$ cat config.mk
export PLATFORM = sky130hd
export DESIGN_NAME = cpuex_seq
export DESIGN_NICKNAME = d
export VERILOG_FILES = /design/src/logic/cpuex_pkg.sv /design/src/logic/cpuex_prio.sv /design/src/logic/cpuex_seq.sv
export VERILOG_INCLUDE_DIRS = /design/src /design/src/logic
export SDC_FILE = /design/constraint.sdc
export NUM_CORES = 1
export LEC_CHECK = 0
export ABC_AREA = 1
export BUFFER_PORTS_ARGS = -buffer_cell sky130_fd_sc_hd__buf_2
export CAP_MARGIN = 20
export CORE_MARGIN = 1
export CORE_UTILIZATION = 48
export CTS_CLUSTER_DIAMETER = 40
export DETAILED_ROUTE_END_ITERATION = 16
export PLACE_DENSITY = 0.8
export SETUP_SLACK_MARGIN = 0.05
export SYNTH_ARGS = -nofsm -noshare
export SYNTH_HDL_FRONTEND = slang
export SYNTH_SLANG_ARGS = --single-unit
export TNS_END_PERCENT = 50
$ cat constraint.sdc
create_clock -name ref_clk_i -period 3.2 [get_ports ref_clk_i]
set_input_delay 0.64 -clock ref_clk_i [delete_from_list [all_inputs] [get_ports ref_clk_i]]
set_output_delay 0.64 -clock ref_clk_i [all_outputs]
set_load 0.02 [all_outputs]
$ cat src/logic/cpuex_regs.svh
// Constants for the exception entry sequencer
`ifndef CPUEX_REGS_SVH
`define CPUEX_REGS_SVH
`define CPUEX_RESET_VEC_HI 16'hfffe
`define CPUEX_RESET_VEC_LO 16'hffff
`define CPUEX_RESET_SEQ_CYCLES 6
`define CPUEX_STACK_BYTES 5
`define CPUEX_QUEUE_BYTES 3
`define CPUEX_PAGE2_PREFIX 8'h9e
`define CPUEX_OP_NEGATE_OFS8 8'h60
`define CPUEX_NEGATE_OFS8_BYTES 3
`define CPUEX_NEGATE_OFS8_CYCLES 6
`define CPUEX_MASK_BIT 3
`endif

$ cat src/logic/cpuex_pkg.sv
// Types for the exception entry sequencer
package cpuex_pkg;
    typedef enum logic [3:0] {
        CPUEX_ST_RESET,
        CPUEX_ST_RVEC_HI,
        CPUEX_ST_RVEC_LO,
        CPUEX_ST_RIDLE,
        CPUEX_ST_RUN,
        CPUEX_ST_STACK,
        CPUEX_ST_VEC_HI,
        CPUEX_ST_VEC_LO,
        CPUEX_ST_IDLE,
        CPUEX_ST_FILL
    } cpuex_state_t;
    typedef enum logic [1:0] {
        CPUEX_MODE_NONE,
        CPUEX_MODE_SP8,
        CPUEX_MODE_SP16
    } cpuex_sp_mode_t;
endpackage

$ cat src/logic/cpuex_prio.sv
// Pending interrupt priority encoder, vector address out of a register
`timescale 1ns/1ps
module cpuex_prio #(
    parameter int NUM_IRQ = 8
) (
    input wire logic ref_clk_i,
    input wire logic reset_i,
    input wire logic [NUM_IRQ-1:0] pending_i,
    input wire logic capture_i,
    input wire logic [15:0] vector_base_i,
    output logic [15:0] vector_addr_o,
    output logic any_o
);
    logic [15:0] vec_q;

    // Lowest index is the highest priority; two bytes per vector
    function automatic logic [15:0] pick(input logic [NUM_IRQ-1:0] p, input logic [15:0] b);
        logic [15:0] r;
        r = b;
        for (int i = NUM_IRQ - 1; i >= 0; i--) begin
            if (p[i]) begin
                r = b - 16'(2 * (i + 1));
            end
        end
        return r;
    endfunction

    assign any_o = |pending_i;

    always_ff @(posedge ref_clk_i or posedge reset_i) begin
        if (reset_i) begin
            vec_q <= 16'h0000;
        end else if (capture_i) begin
            vec_q <= pick(pending_i, vector_base_i);
        end
    end

    assign vector_addr_o = vec_q;
endmodule

$ cat src/logic/cpuex_seq.sv
// Reset and interrupt entry sequencer with page-two decode
`timescale 1ns/1ps
`include "cpuex_regs.svh"
//
// Notes on behaviour
// - Any reset source aborts current activity, the pin only after its two-flop synchroniser; no instruction boundary wait.
// - Reset ends once internal source check is done and pin released.
// - Six-cycle start: read 0xFFFE, 0xFFFF, idle, fill three queue bytes.
// - Interrupts are taken only at an instruction boundary; saved PC is next.
// - Vector comes from highest-priority pending interrupt when entry begins.
// - Stack order: PC low, PC high, index low, accumulator, condition codes.
// - Mask flag is set right after condition codes are stacked.
// - Vector high byte is read first, then the low byte.
// - Exactly one idle bus cycle follows the vector reads.
// - Three consecutive program bytes from the vector fill the queue.
// - Index high byte is never stacked on entry.
// - Software trap uses the same entry, ignores the mask, is synchronous.
// - A cleared mask in the service routine lets further interrupts nest.
// - Leading byte 9E selects the second-page opcode table.
// - Second page offers 8-bit and 16-bit stack-pointer offset addressing.
// - Second-page negate with 8-bit stack offset is 3 bytes, 6 cycles.
module cpuex_seq
    import cpuex_pkg::*;
#(
    parameter int NUM_IRQ = 8,
    parameter logic [15:0] IRQ_VECTOR_BASE = 16'hfffc
) (
    input wire logic ref_clk_i,
    input wire logic reset_i,
    input wire logic por_i,
    input wire logic watchdog_reset_i,
    input wire logic reset_pin_n_i,
    input wire logic source_check_done_i,
    input wire logic [NUM_IRQ-1:0] irq_i,
    input wire logic instr_boundary_i,
    input wire logic trap_exec_i,
    input wire logic mask_clear_i,
    input wire logic [15:0] pc_i,
    input wire logic [7:0] index_low_i,
    input wire logic [7:0] acc_i,
    input wire logic [7:0] condition_code_register_i,
    input wire logic [15:0] sp_i,
    input wire logic [7:0] opcode_i,
    input wire logic opcode_valid_i,
    input wire logic [15:0] offset_i,
    input wire logic [7:0] rdata_i,
    output logic bus_req_o,
    output logic bus_we_o,
    output logic [15:0] bus_addr_o,
    output logic [7:0] bus_wdata_o,
    output logic [15:0] pc_load_o,
    output logic pc_load_valid_o,
    output logic mask_o,
    output logic running_o,
    output logic page2_o,
    output logic [1:0] sp_mode_o,
    output logic [15:0] sp_operand_addr_o,
    output logic [3:0] instr_bytes_o,
    output logic [3:0] instr_cycles_o
);
    cpuex_state_t state_q;
    logic [2:0] cnt_q;
    logic [15:0] sp_q;
    logic [15:0] vec_q;
    logic [7:0] vec_hi_q;
    logic mask_q;
    logic page2_q;
    logic pin_s1_q;
    logic pin_s2_q;
    logic int_reset;
    logic reset_done;
    logic take_irq;
    logic take_trap;
    logic entry;
    logic [15:0] irq_vec;
    logic irq_any;
    cpuex_sp_mode_t mode_d;

    // Pin is asynchronous to the core clock
    always_ff @(posedge ref_clk_i or posedge reset_i) begin
        if (reset_i) begin
            pin_s1_q <= 1'b0;
            pin_s2_q <= 1'b0;
        end else begin
            pin_s1_q <= reset_pin_n_i;
            pin_s2_q <= pin_s1_q;
        end
    end

    assign int_reset = por_i | watchdog_reset_i | ~pin_s2_q;
    assign reset_done = source_check_done_i & pin_s2_q;
    assign take_irq = (state_q == CPUEX_ST_RUN) && instr_boundary_i && irq_any
        && !mask_q;
    assign take_trap = (state_q == CPUEX_ST_RUN) && trap_exec_i;
    assign entry = take_irq | take_trap;

    cpuex_prio #(
        .NUM_IRQ(NUM_IRQ)
    ) u_prio (
        .ref_clk_i(ref_clk_i),
        .reset_i(reset_i),
        .pending_i(take_trap ? '0 : irq_i),
        .capture_i(entry),
        .vector_base_i(IRQ_VECTOR_BASE),
        .vector_addr_o(irq_vec),
        .any_o(irq_any)
    );

    always_ff @(posedge ref_clk_i or posedge reset_i) begin
        if (reset_i) begin
            state_q <= CPUEX_ST_RESET;
            cnt_q <= 3'h0;
        end else if (int_reset) begin
            state_q <= CPUEX_ST_RESET;
            cnt_q <= 3'h0;
        end else begin
            case (state_q)
                CPUEX_ST_RESET: begin
                    if (reset_done) begin
                        state_q <= CPUEX_ST_RVEC_HI;
                    end
                end
                CPUEX_ST_RVEC_HI: state_q <= CPUEX_ST_RVEC_LO;
                CPUEX_ST_RVEC_LO: state_q <= CPUEX_ST_RIDLE;
                CPUEX_ST_RIDLE: begin
                    state_q <= CPUEX_ST_FILL;
                    cnt_q <= 3'h0;
                end
                CPUEX_ST_RUN: begin
                    if (entry) begin
                        state_q <= CPUEX_ST_STACK;
                        cnt_q <= 3'h0;
                    end
                end
                CPUEX_ST_STACK: begin
                    if (cnt_q == 3'(`CPUEX_STACK_BYTES - 1)) begin
                        state_q <= CPUEX_ST_VEC_HI;
                    end else begin
                        cnt_q <= cnt_q + 3'h1;
                    end
                end
                CPUEX_ST_VEC_HI: state_q <= CPUEX_ST_VEC_LO;
                CPUEX_ST_VEC_LO: state_q <= CPUEX_ST_IDLE;
                CPUEX_ST_IDLE: begin
                    state_q <= CPUEX_ST_FILL;
                    cnt_q <= 3'h0;
                end
                CPUEX_ST_FILL: begin
                    if (cnt_q == 3'(`CPUEX_QUEUE_BYTES - 1)) begin
                        state_q <= CPUEX_ST_RUN;
                    end else begin
                        cnt_q <= cnt_q + 3'h1;
                    end
                end
                default: state_q <= CPUEX_ST_RESET;
            endcase
        end
    end

    // Stack pointer snapshot, decremented per push
    always_ff @(posedge ref_clk_i or posedge reset_i) begin
        if (reset_i) begin
            sp_q <= 16'h0000;
        end else if (entry) begin
            sp_q <= sp_i;
        end else if (state_q == CPUEX_ST_STACK) begin
            sp_q <= sp_q - 16'h0001;
        end
    end

    // Vector bytes; high byte always lands first
    always_ff @(posedge ref_clk_i or posedge reset_i) begin
        if (reset_i) begin
            vec_hi_q <= 8'h00;
            vec_q <= 16'h0000;
        end else begin
            if (state_q == CPUEX_ST_RVEC_HI || state_q == CPUEX_ST_VEC_HI) begin
                vec_hi_q <= rdata_i;
            end
            if (state_q == CPUEX_ST_RVEC_LO || state_q == CPUEX_ST_VEC_LO) begin
                vec_q <= {vec_hi_q, rdata_i};
            end
        end
    end

    always_ff @(posedge ref_clk_i or posedge reset_i) begin
        if (reset_i) begin
            mask_q <= 1'b1;
        end else if (int_reset) begin
            mask_q <= 1'b1;
        end else if (state_q == CPUEX_ST_STACK && cnt_q == 3'(`CPUEX_STACK_BYTES - 1)) begin
            mask_q <= 1'b1;
        end else if (mask_clear_i && state_q == CPUEX_ST_RUN) begin
            mask_q <= 1'b0;
        end
    end

    // Stacked bytes; index high is deliberately absent
    function automatic logic [7:0] stack_byte(input logic [2:0] idx);
        case (idx)
            3'h0: stack_byte = pc_i[7:0];
            3'h1: stack_byte = pc_i[15:8];
            3'h2: stack_byte = index_low_i;
            3'h3: stack_byte = acc_i;
            default: stack_byte = condition_code_register_i;
        endcase
    endfunction

    always_comb begin
        bus_req_o = 1'b0;
        bus_we_o = 1'b0;
        bus_addr_o = 16'h0000;
        bus_wdata_o = 8'h00;
        case (state_q)
            CPUEX_ST_RVEC_HI: begin
                bus_req_o = 1'b1;
                bus_addr_o = `CPUEX_RESET_VEC_HI;
            end
            CPUEX_ST_RVEC_LO: begin
                bus_req_o = 1'b1;
                bus_addr_o = `CPUEX_RESET_VEC_LO;
            end
            CPUEX_ST_STACK: begin
                bus_req_o = 1'b1;
                bus_we_o = 1'b1;
                bus_addr_o = sp_q;
                bus_wdata_o = stack_byte(cnt_q);
            end
            CPUEX_ST_VEC_HI: begin
                bus_req_o = 1'b1;
                bus_addr_o = irq_vec;
            end
            CPUEX_ST_VEC_LO: begin
                bus_req_o = 1'b1;
                bus_addr_o = irq_vec + 16'h0001;
            end
            CPUEX_ST_FILL: begin
                bus_req_o = 1'b1;
                bus_addr_o = vec_q + 16'(cnt_q);
            end
            default: begin
                bus_req_o = 1'b0;
            end
        endcase
    end

    assign pc_load_o = vec_q;
    assign pc_load_valid_o = (state_q == CPUEX_ST_FILL)
        && (cnt_q == 3'(`CPUEX_QUEUE_BYTES - 1));
    assign mask_o = mask_q;
    assign running_o = (state_q == CPUEX_ST_RUN);

    // Page-two decode: prefix byte latches until the next opcode byte
    always_ff @(posedge ref_clk_i or posedge reset_i) begin
        if (reset_i) begin
            page2_q <= 1'b0;
        end else if (int_reset) begin
            page2_q <= 1'b0;
        end else if (opcode_valid_i) begin
            page2_q <= !page2_q && (opcode_i == `CPUEX_PAGE2_PREFIX);
        end
    end

    always_comb begin
        mode_d = CPUEX_MODE_NONE;
        if (page2_q) begin
            if (opcode_i[7:4] == 4'h6 || opcode_i[7:4] == 4'he
                || opcode_i[7:4] == 4'hf) begin
                mode_d = CPUEX_MODE_SP8;
            end else if (opcode_i[7:4] == 4'hd) begin
                mode_d = CPUEX_MODE_SP16;
            end
        end
    end

    always_ff @(posedge ref_clk_i or posedge reset_i) begin
        if (reset_i) begin
            page2_o <= 1'b0;
            sp_mode_o <= 2'h0;
            sp_operand_addr_o <= 16'h0000;
            instr_bytes_o <= 4'h0;
            instr_cycles_o <= 4'h0;
        end else if (opcode_valid_i) begin
            page2_o <= page2_q;
            sp_mode_o <= mode_d;
            if (mode_d == CPUEX_MODE_SP8) begin
                sp_operand_addr_o <= sp_i + {8'h00, offset_i[7:0]};
            end else begin
                sp_operand_addr_o <= sp_i + offset_i;
            end
            if (page2_q && opcode_i == `CPUEX_OP_NEGATE_OFS8) begin
                instr_bytes_o <= 4'(`CPUEX_NEGATE_OFS8_BYTES);
                instr_cycles_o <= 4'(`CPUEX_NEGATE_OFS8_CYCLES);
            end else begin
                instr_bytes_o <= 4'h0;
                instr_cycles_o <= 4'h0;
            end
        end
    end
endmodule

==> impl_metrics.csv, run 1 <==
group,metric,value,unit
run_status,status,"finished, final reports clean",
placed_design,numPortBuffers,173,
yosys,yosysSeqAreaShare,34.1,%
route,viasPerCell,5.27,
worst_setup_path,cp.buffers_inverters,2,
clock_tree,clockBufferDepth,2,
min_path,min_path_type,"in2async",
global_route,overflow,0,
clock_tree,clkTransAtPathRegs,60,ps
worst_setup_path,crit_path_cell_trace,"ha_1, fa_1, nand2_1, a21oi_2, nand2_1, inv_1, nand2_1, o21ai_0, o211ai_1, nand2_1, buf_2",
yosys,synth_edf_count,0,
clock_tree,cts_hold_buf,0,
final_layout,drive_above_1_share,24.4,%
global_route,antenna_found_initial,0,
sta,hold_viol_final,0,
clock_tree,cts_setup_buffers,0,
route,ant_nets,0,
yosys,synth_top_area_share,33.6,%
sta,fin_hold_ws,337,ps
sta,maxSlewViolCount,0,
yosys,syn_avg_cell_area,6.92,sq um
yosys,syn_inst,807,
floorplan,io_pins,178,
yosys,yosys_warnings,0,
yosys,synthTopCellsByArea,"dfrtp_1 34%, nand2_1 15%, inv_1 6.4%",
power,p_leak,3.66,nW
final_layout,layout.nets,1104,
clock_tree,clk_latency,340,ps
global_route,grt_pass1_vias,5232,
clock_tree,cts_buffers,9,
power,vdd.ir_drop.worst,0.225,mV
clock_tree,clkSinkCount,76,
sta,setup_tns,0,ps
global_route,met3_usage,4.21,%
final_layout,antenna_cells,0,
yosys,synth-seq-cells,76,
worst_setup_path,crit_family,"compound AO/OA/AOI/OAI gates",
floorplan,die-area,12100,sq um
floorplan,start_util,49.1,%
yosys,synth-main-ff-cell,"dfrtp_1",
worst_setup_path,end_kind,"primary output",
worst_setup_path,cpMostUsedCell,"nand2_1",
route,drt_iter0_drc,438,
global_route,grt_use_met1,36.2,%
worst_setup_path,cp_max_fo,6,
worst_setup_path,cp_slowest_cell,"dfrtp_1",
placed_design,place.gp.congestion,0.951,
global_route,grt_pass1_wl,25.0,mm
sta,fin_skew,8.88,ps
route,drcViolationCount,0,
route,drt-wirelength-per-cell,14.3,um
global_route,met2_usage,44.5,%
worst_setup_path,required,2560,ps
clock_tree,post_cts_resized,0,
clock_tree,cts-root-buf,"clkbuf_16",
sta,rsz0062_at_grt,"true",
placed_design,hpwl,12.5,mm
yosys,synth_area,5590,sq um
global_route,track_usage,26.9,%
final_layout,fillers,1079,
yosys,async_flop_share,100,%
sta,fmax,0.341,GHz
yosys,synth_cell_type_count,50,
floorplan,rows,39,
floorplan,die_h,110,um
route,wl,16.0,mm
clock_tree,htree_levels,3,
worst_setup_path,slowest_delay,450,ps
sta,maxSlewHeadroom,53.4,%
clock_tree,cts_tree,"done",
global_route,grt_max_degree,36,
sta,fin_crit,2940,ps
sta,finalSetupViolCount,0,
route,num_vias,5901,
floorplan,die_w,110,um
global_route,busiest_layer,"met2",
worst_setup_path,worstSetupPathType,"reg2out",
worst_setup_path,cp.arrival,2300,ps
worst_setup_path,start_kind,"flop",
sta,finalCritPeriodShare,91.7,%
floorplan,core_area,11400,sq um
yosys,yosysTopAreaCell,"dfrtp_1",
final_layout,syn2layout_area_growth,22.0,%
flow_run,cap_violations,0,
sta,tightest_slew,695,ps
route,first_pass_iters,5,
power,power.density,396,nW/um^2
cell usage after synthesis (all sizes together), types with 3 or more instances:
cell and n:
nor2 69, nand4 16, clkbuf 8, a21oi 47, dfrtp 75, a31oi 3
a221oi 9, or2 5, nand3b 6, xnor2 5, ha 24, nand2 237
nor3 19, buf 18, inv 105, nand3 53, xor2 10, o21ai 74
o211ai 3
registers in the layout (all words and copies together) (netlist names):
signal	count
cnt_q	3
instr_cycles_o	1
u_prio.vector_addr_o	5
sp_q	16
pin_s1_q	1
page2_o	1
pin_s2_q	1
mask_o	1
sp_operand_addr_o	16
state_q	4
vec_hi_q	8
page2_q	1
sp_mode_o	2
pc_load_o	16
routing by layer:
layer	wire length, um	share of wire (%)	vias to the layer above
li1	-	-	2958
met1	6760	42	2689
met2	7760	49	235
met3	1200	7.5	19
met4	251	1.6	0
met5	0	0	-
metrics by stage:
step | area (sq um) | setup slack, ps | power, mW | util, % | instances
after global placement | 6530 | 673 | 1.74 | 57.4 | 1104
after floorplan | 5600 | 623 | 1.51 | - | 810
after detailed placement | 6530 | 578 | 1.75 | 57.4 | 1104
after CTS | 6810 | 205 | 2.71 | 59.9 | 1120
final | 6820 | 264 | 2.70 | 60.0 | 1120
after global routing | 6820 | 47.8 | 2.85 | 60.0 | 1120
cells in the final DEF, fill, tap and decap left out, types with 2 or more instances in the layout:
cell / n
nand2_1: 227
buf_2: 173
inv_1: 94
dfrtp_1: 75
nor2_1: 63
o21ai_0: 62
nand3_1: 52
a21oi_1: 46
ha_1: 24
nor3_1: 18
nand4_1: 16
inv_2: 10
xor2_1: 10
a221oi_1: 9
nand2_2: 9
clkbuf_16: 9
o21ai_2: 8
nand3b_1: 6
xnor2_1: 5
or2_2: 5
o21ai_1: 4
nor2_2: 4
conb_1: 4
a31oi_1: 3
o211ai_1: 3
clkinv_2: 3
buf_4: 3
o221ai_1: 2
and2_1: 2
a32o_1: 2
nor2_4: 2
fa_1: 2
clkbuf_8: 2
final timing paths:
| kind | cells past startpoint | end | from | slack (ps) |
|---|---|---|---|---|
| max in group asynchronous | 3 | sp_q[5]$_DFFE_PP0P_ | reset_i | 2190 |
| worst min-delay path | 2 | vec_hi_q[6]$_DFFE_PP0P_ | reset_i | 340 |
| min in group ref_clk_i | 0 | pin_s2_q$_DFF_PP0_ | pin_s1_q$_DFF_PP0_ | 380 |
| worst max register to register | 10 | sp_operand_addr_o[13]$_DFFE_PP0P_ | page2_q$_DFFE_PP0P_ | 1050 |
| worst max-delay path | 11 | bus_addr_o[14] | cnt_q[0]$_DFFE_PP0P_ | 260 |
| worst min register to register | 0 | pin_s2_q$_DFF_PP0_ | pin_s1_q$_DFF_PP0_ | 380 |
logic make-up after synthesis:
logic type	synth area share (%)
AO/OA/AOI/OAI	15.0
XOR/XNOR	2.35
adder cells (fa/ha/maj)	6.09
buffers and inverters	9.99
flip-flops	34.1
multiplexers	0.202
other	0.0671
AND/OR/NAND/NOR	32.2
power breakdown:
part	leakage, nW	switching (mW)	total [mW]	internal [mW]
clock	0.142	0.398	0.963	0.565
sequential	0.895	0.0726	1.13	1.06
combinational	2.63	0.383	0.609	0.226
cell type report:
type                    instances  area, sq um  area share, %
flip-flops and latches         76         1900           27.9
clock inverters                 4         23.8          0.349
multi-input cells             602         3150           46.2
repair buffers                177          908           13.3
well taps                     143          179           2.62
clock buffers                  12          256           3.76
inverters                     106          400           5.87
No activity file was read; power rests on OpenSTA's default activity.
==> run 2: changes to the inputs <==
--- a/config.mk
+++ b/config.mk
@@ -11,9 +11,8 @@
 export CAP_MARGIN = 20
 export CORE_MARGIN = 1
 export CORE_UTILIZATION = 48
-export CTS_CLUSTER_DIAMETER = 40
 export DETAILED_ROUTE_END_ITERATION = 16
-export PLACE_DENSITY = 0.8
+export PLACE_DENSITY = 0.83
 export SETUP_SLACK_MARGIN = 0.05
 export SYNTH_ARGS = -nofsm -noshare
 export SYNTH_HDL_FRONTEND = slang
==> run 2 against run 1 <==
- final area grew 0.42%
- register-to-register slack lost 70 ps
- critical path depth is the same
- wire length shrank 0.14%
- hold slack gained 41 ps
- critical endpoint unchanged
==> impl_metrics.csv, run 2 (synthesized netlist as in run 1, its figures left out) <==
group,metric,value,unit
run_status,status,"finished, final reports clean",
clock_tree,cts-root-buf,"clkbuf_16",
route,wl,16.0,mm
global_route,overflow,0,
route,top_layer_used,"met4",
worst_setup_path,worstRegToRegCells,11,
sta,tightest_slew,622,ps
power,p_leak,3.67,nW
sta,maxSlewHeadroom,58.5,%
clock_tree,cts_hold_buf,0,
route,drt-wirelength-per-cell,14.2,um
sta,setup_slack,225,ps
worst_setup_path,start_kind,"flop",
power,power.density,406,nW/um^2
floorplan,rows,39,
route,wl_met2,7.66,mm
clock_tree,cts_buffers,9,
worst_setup_path,cp_slowest_cell,"dfrtp_2",
clock_tree,htree_levels,3,
placed_design,numPortBuffers,173,
clock_tree,cts_tree,"done",
sta,hold_viol_final,0,
clock_tree,clk_latency,340,ps
worst_setup_path,r2r-start,"page2_q$_DFFE_PP0P_",
min_path,min_path_type,"in2async",
final_layout,antenna_cells,0,
sta,finalCritPeriodShare,93.0,%
sta,fmax,0.336,GHz
final_layout,syn2layout_area_growth,22.5,%
route,dr_wl_met3,975,um
global_route,grt_max_degree,38,
route,wl_met1,6.93,mm
global_route,grt_pass1_wl,24.7,mm
worst_setup_path,cp_max_fo,6,
floorplan,io_pins,178,
power,vdd.ir_drop.worst,0.277,mV
floorplan,die-area,12100,sq um
clock_tree,clockBufferDepth,2,
sta,finalSetupViolCount,0,
floorplan,start_util,49.1,%
placed_design,hpwl,12.6,mm
route,num_vias,5961,
worst_setup_path,r2r_end,"sp_operand_addr_o[15]$_DFFE_PP0P_",
global_route,track_usage,26.6,%
worst_setup_path,reg2reg_slack,980,ps
clock_tree,clkTransAtPathRegs,60,ps
worst_setup_path,cpMostUsedCell,"nand2_1",
final_layout,layout.nets,1105,
placed_design,post-place-ws,559,ps
flow_run,cap_violations,0,
clock_tree,clkSinkCount,76,
worst_setup_path,slowest_delay,420,ps
final_layout,final_cell_mix,"227 x nand2_1, 173 x buf_2, 94 x inv_1",
route,viasPerCell,5.32,
route,drcViolationCount,0,
floorplan,core_area,11400,sq um
route,first_pass_iters,5,
worst_setup_path,required,2560,ps
sta,fin_skew,5.83,ps
sta,rsz0062_at_grt,"false",
worst_setup_path,end_kind,"primary output",
final_layout,drive_above_1_share,24.4,%
worst_setup_path,crit_path_cell_trace,"ha_1, fa_1, nand2_1, a21oi_1, nand2_1, inv_1, nand2_1, o21ai_0, o211ai_1, nand2_1, buf_2",
clock_tree,post_cts_resized,0,
route,drt_iter0_drc,384,
sta,setup_tns,0,ps
worst_setup_path,worstSetupPathType,"reg2out",
global_route,grt_pass1_vias,5440,
route,ant_nets,0,
sta,fin_crit,2980,ps
clock_tree,cts_setup_buffers,0,
global_route,antenna_found_initial,0,
floorplan,die_w,110,um
sta,maxSlewViolCount,0,
floorplan,die_h,110,um
placed_design,place.gp.congestion,0.922,
final_layout,final_common_cell,"nand2_1",
worst_setup_path,cp.arrival,2340,ps
## run 2: cell count changes in the layout (fill, tap and decap cells not counted), sizes merged
cell,delta
bufinv,+1
clkinvlp,+1
buf,+1
clkinv,-2
## run 2: critical path: cells and delay by family, from the launching register on
family                     cells  cell delay (ps)
AOI/OAI and AO/OA              3              540
adders and majority gates      2              400
buffers and inverters          2              260
DFF                            1              420
and+or+nand+nor                4              360
## run 2: layout make-up
cell class / instances / area [sq um]
clock buffer: 12 / 256
inverter: 106 / 400
tap: 143 / 179
fill: 1086 / 4520
multi-input combinational: 602 / 3140
clock inverter: 4 / 47.5
timing repair buffer: 178 / 916
sequential: 76 / 1900
## run 2: power breakdown
part / internal [mW] / leakage, nW / switching, mW
combinational: 0.227 / 2.63 / 0.382
clock: 0.644 / 0.149 / 0.399
sequential: 1.06 / 0.893 / 0.0729
total: 1.93 / 3.67 / 0.854
## run 2: layer usage
metal	vias to the layer above	track usage [%]
li1	2962	-
met1	2743	33.8
met2	223	45.1
met3	33	4.33
met4	0	10.4
met5	-	0
## run 2: worst max path at each step
stage                          from                                end  slack [ps]  cells after the start
6_report       cnt_q[0]$_DFFE_PP0P_                     bus_addr_o[14]         220                     11
2_1_floorplan               reset_i               cnt_q[0]$_DFFE_PP0P_         620                      1
3_3_place_gp            opcode_i[6]  sp_operand_addr_o[15]$_DFFE_PP0P_         610                     13
4_1_cts        cnt_q[0]$_DFFE_PP0P_                     bus_addr_o[14]         200                     11
5_1_grt        cnt_q[0]$_DFFE_PP0P_                     bus_addr_o[14]          60                     11
3_5_place_dp   cnt_q[0]$_DFFE_PP0P_                     bus_addr_o[14]         560                     11
## run 2: metrics by stage
stage / hold WS (ps) / cell area (sq um) / total power, mW / util (%) / cells
5_1_grt: 391 / 6850 / 2.92 / 60.2 / 1121
3_3_place_gp: 383 / 6540 / 1.74 / 57.5 / 1105
2_1_floorplan: 331 / 5600 / 1.51 / - / 810
4_1_cts: 394 / 6840 / 2.78 / 60.2 / 1121
3_5_place_dp: 384 / 6540 / 1.75 / 57.5 / 1105
6_report: 378 / 6850 / 2.78 / 60.2 / 1121
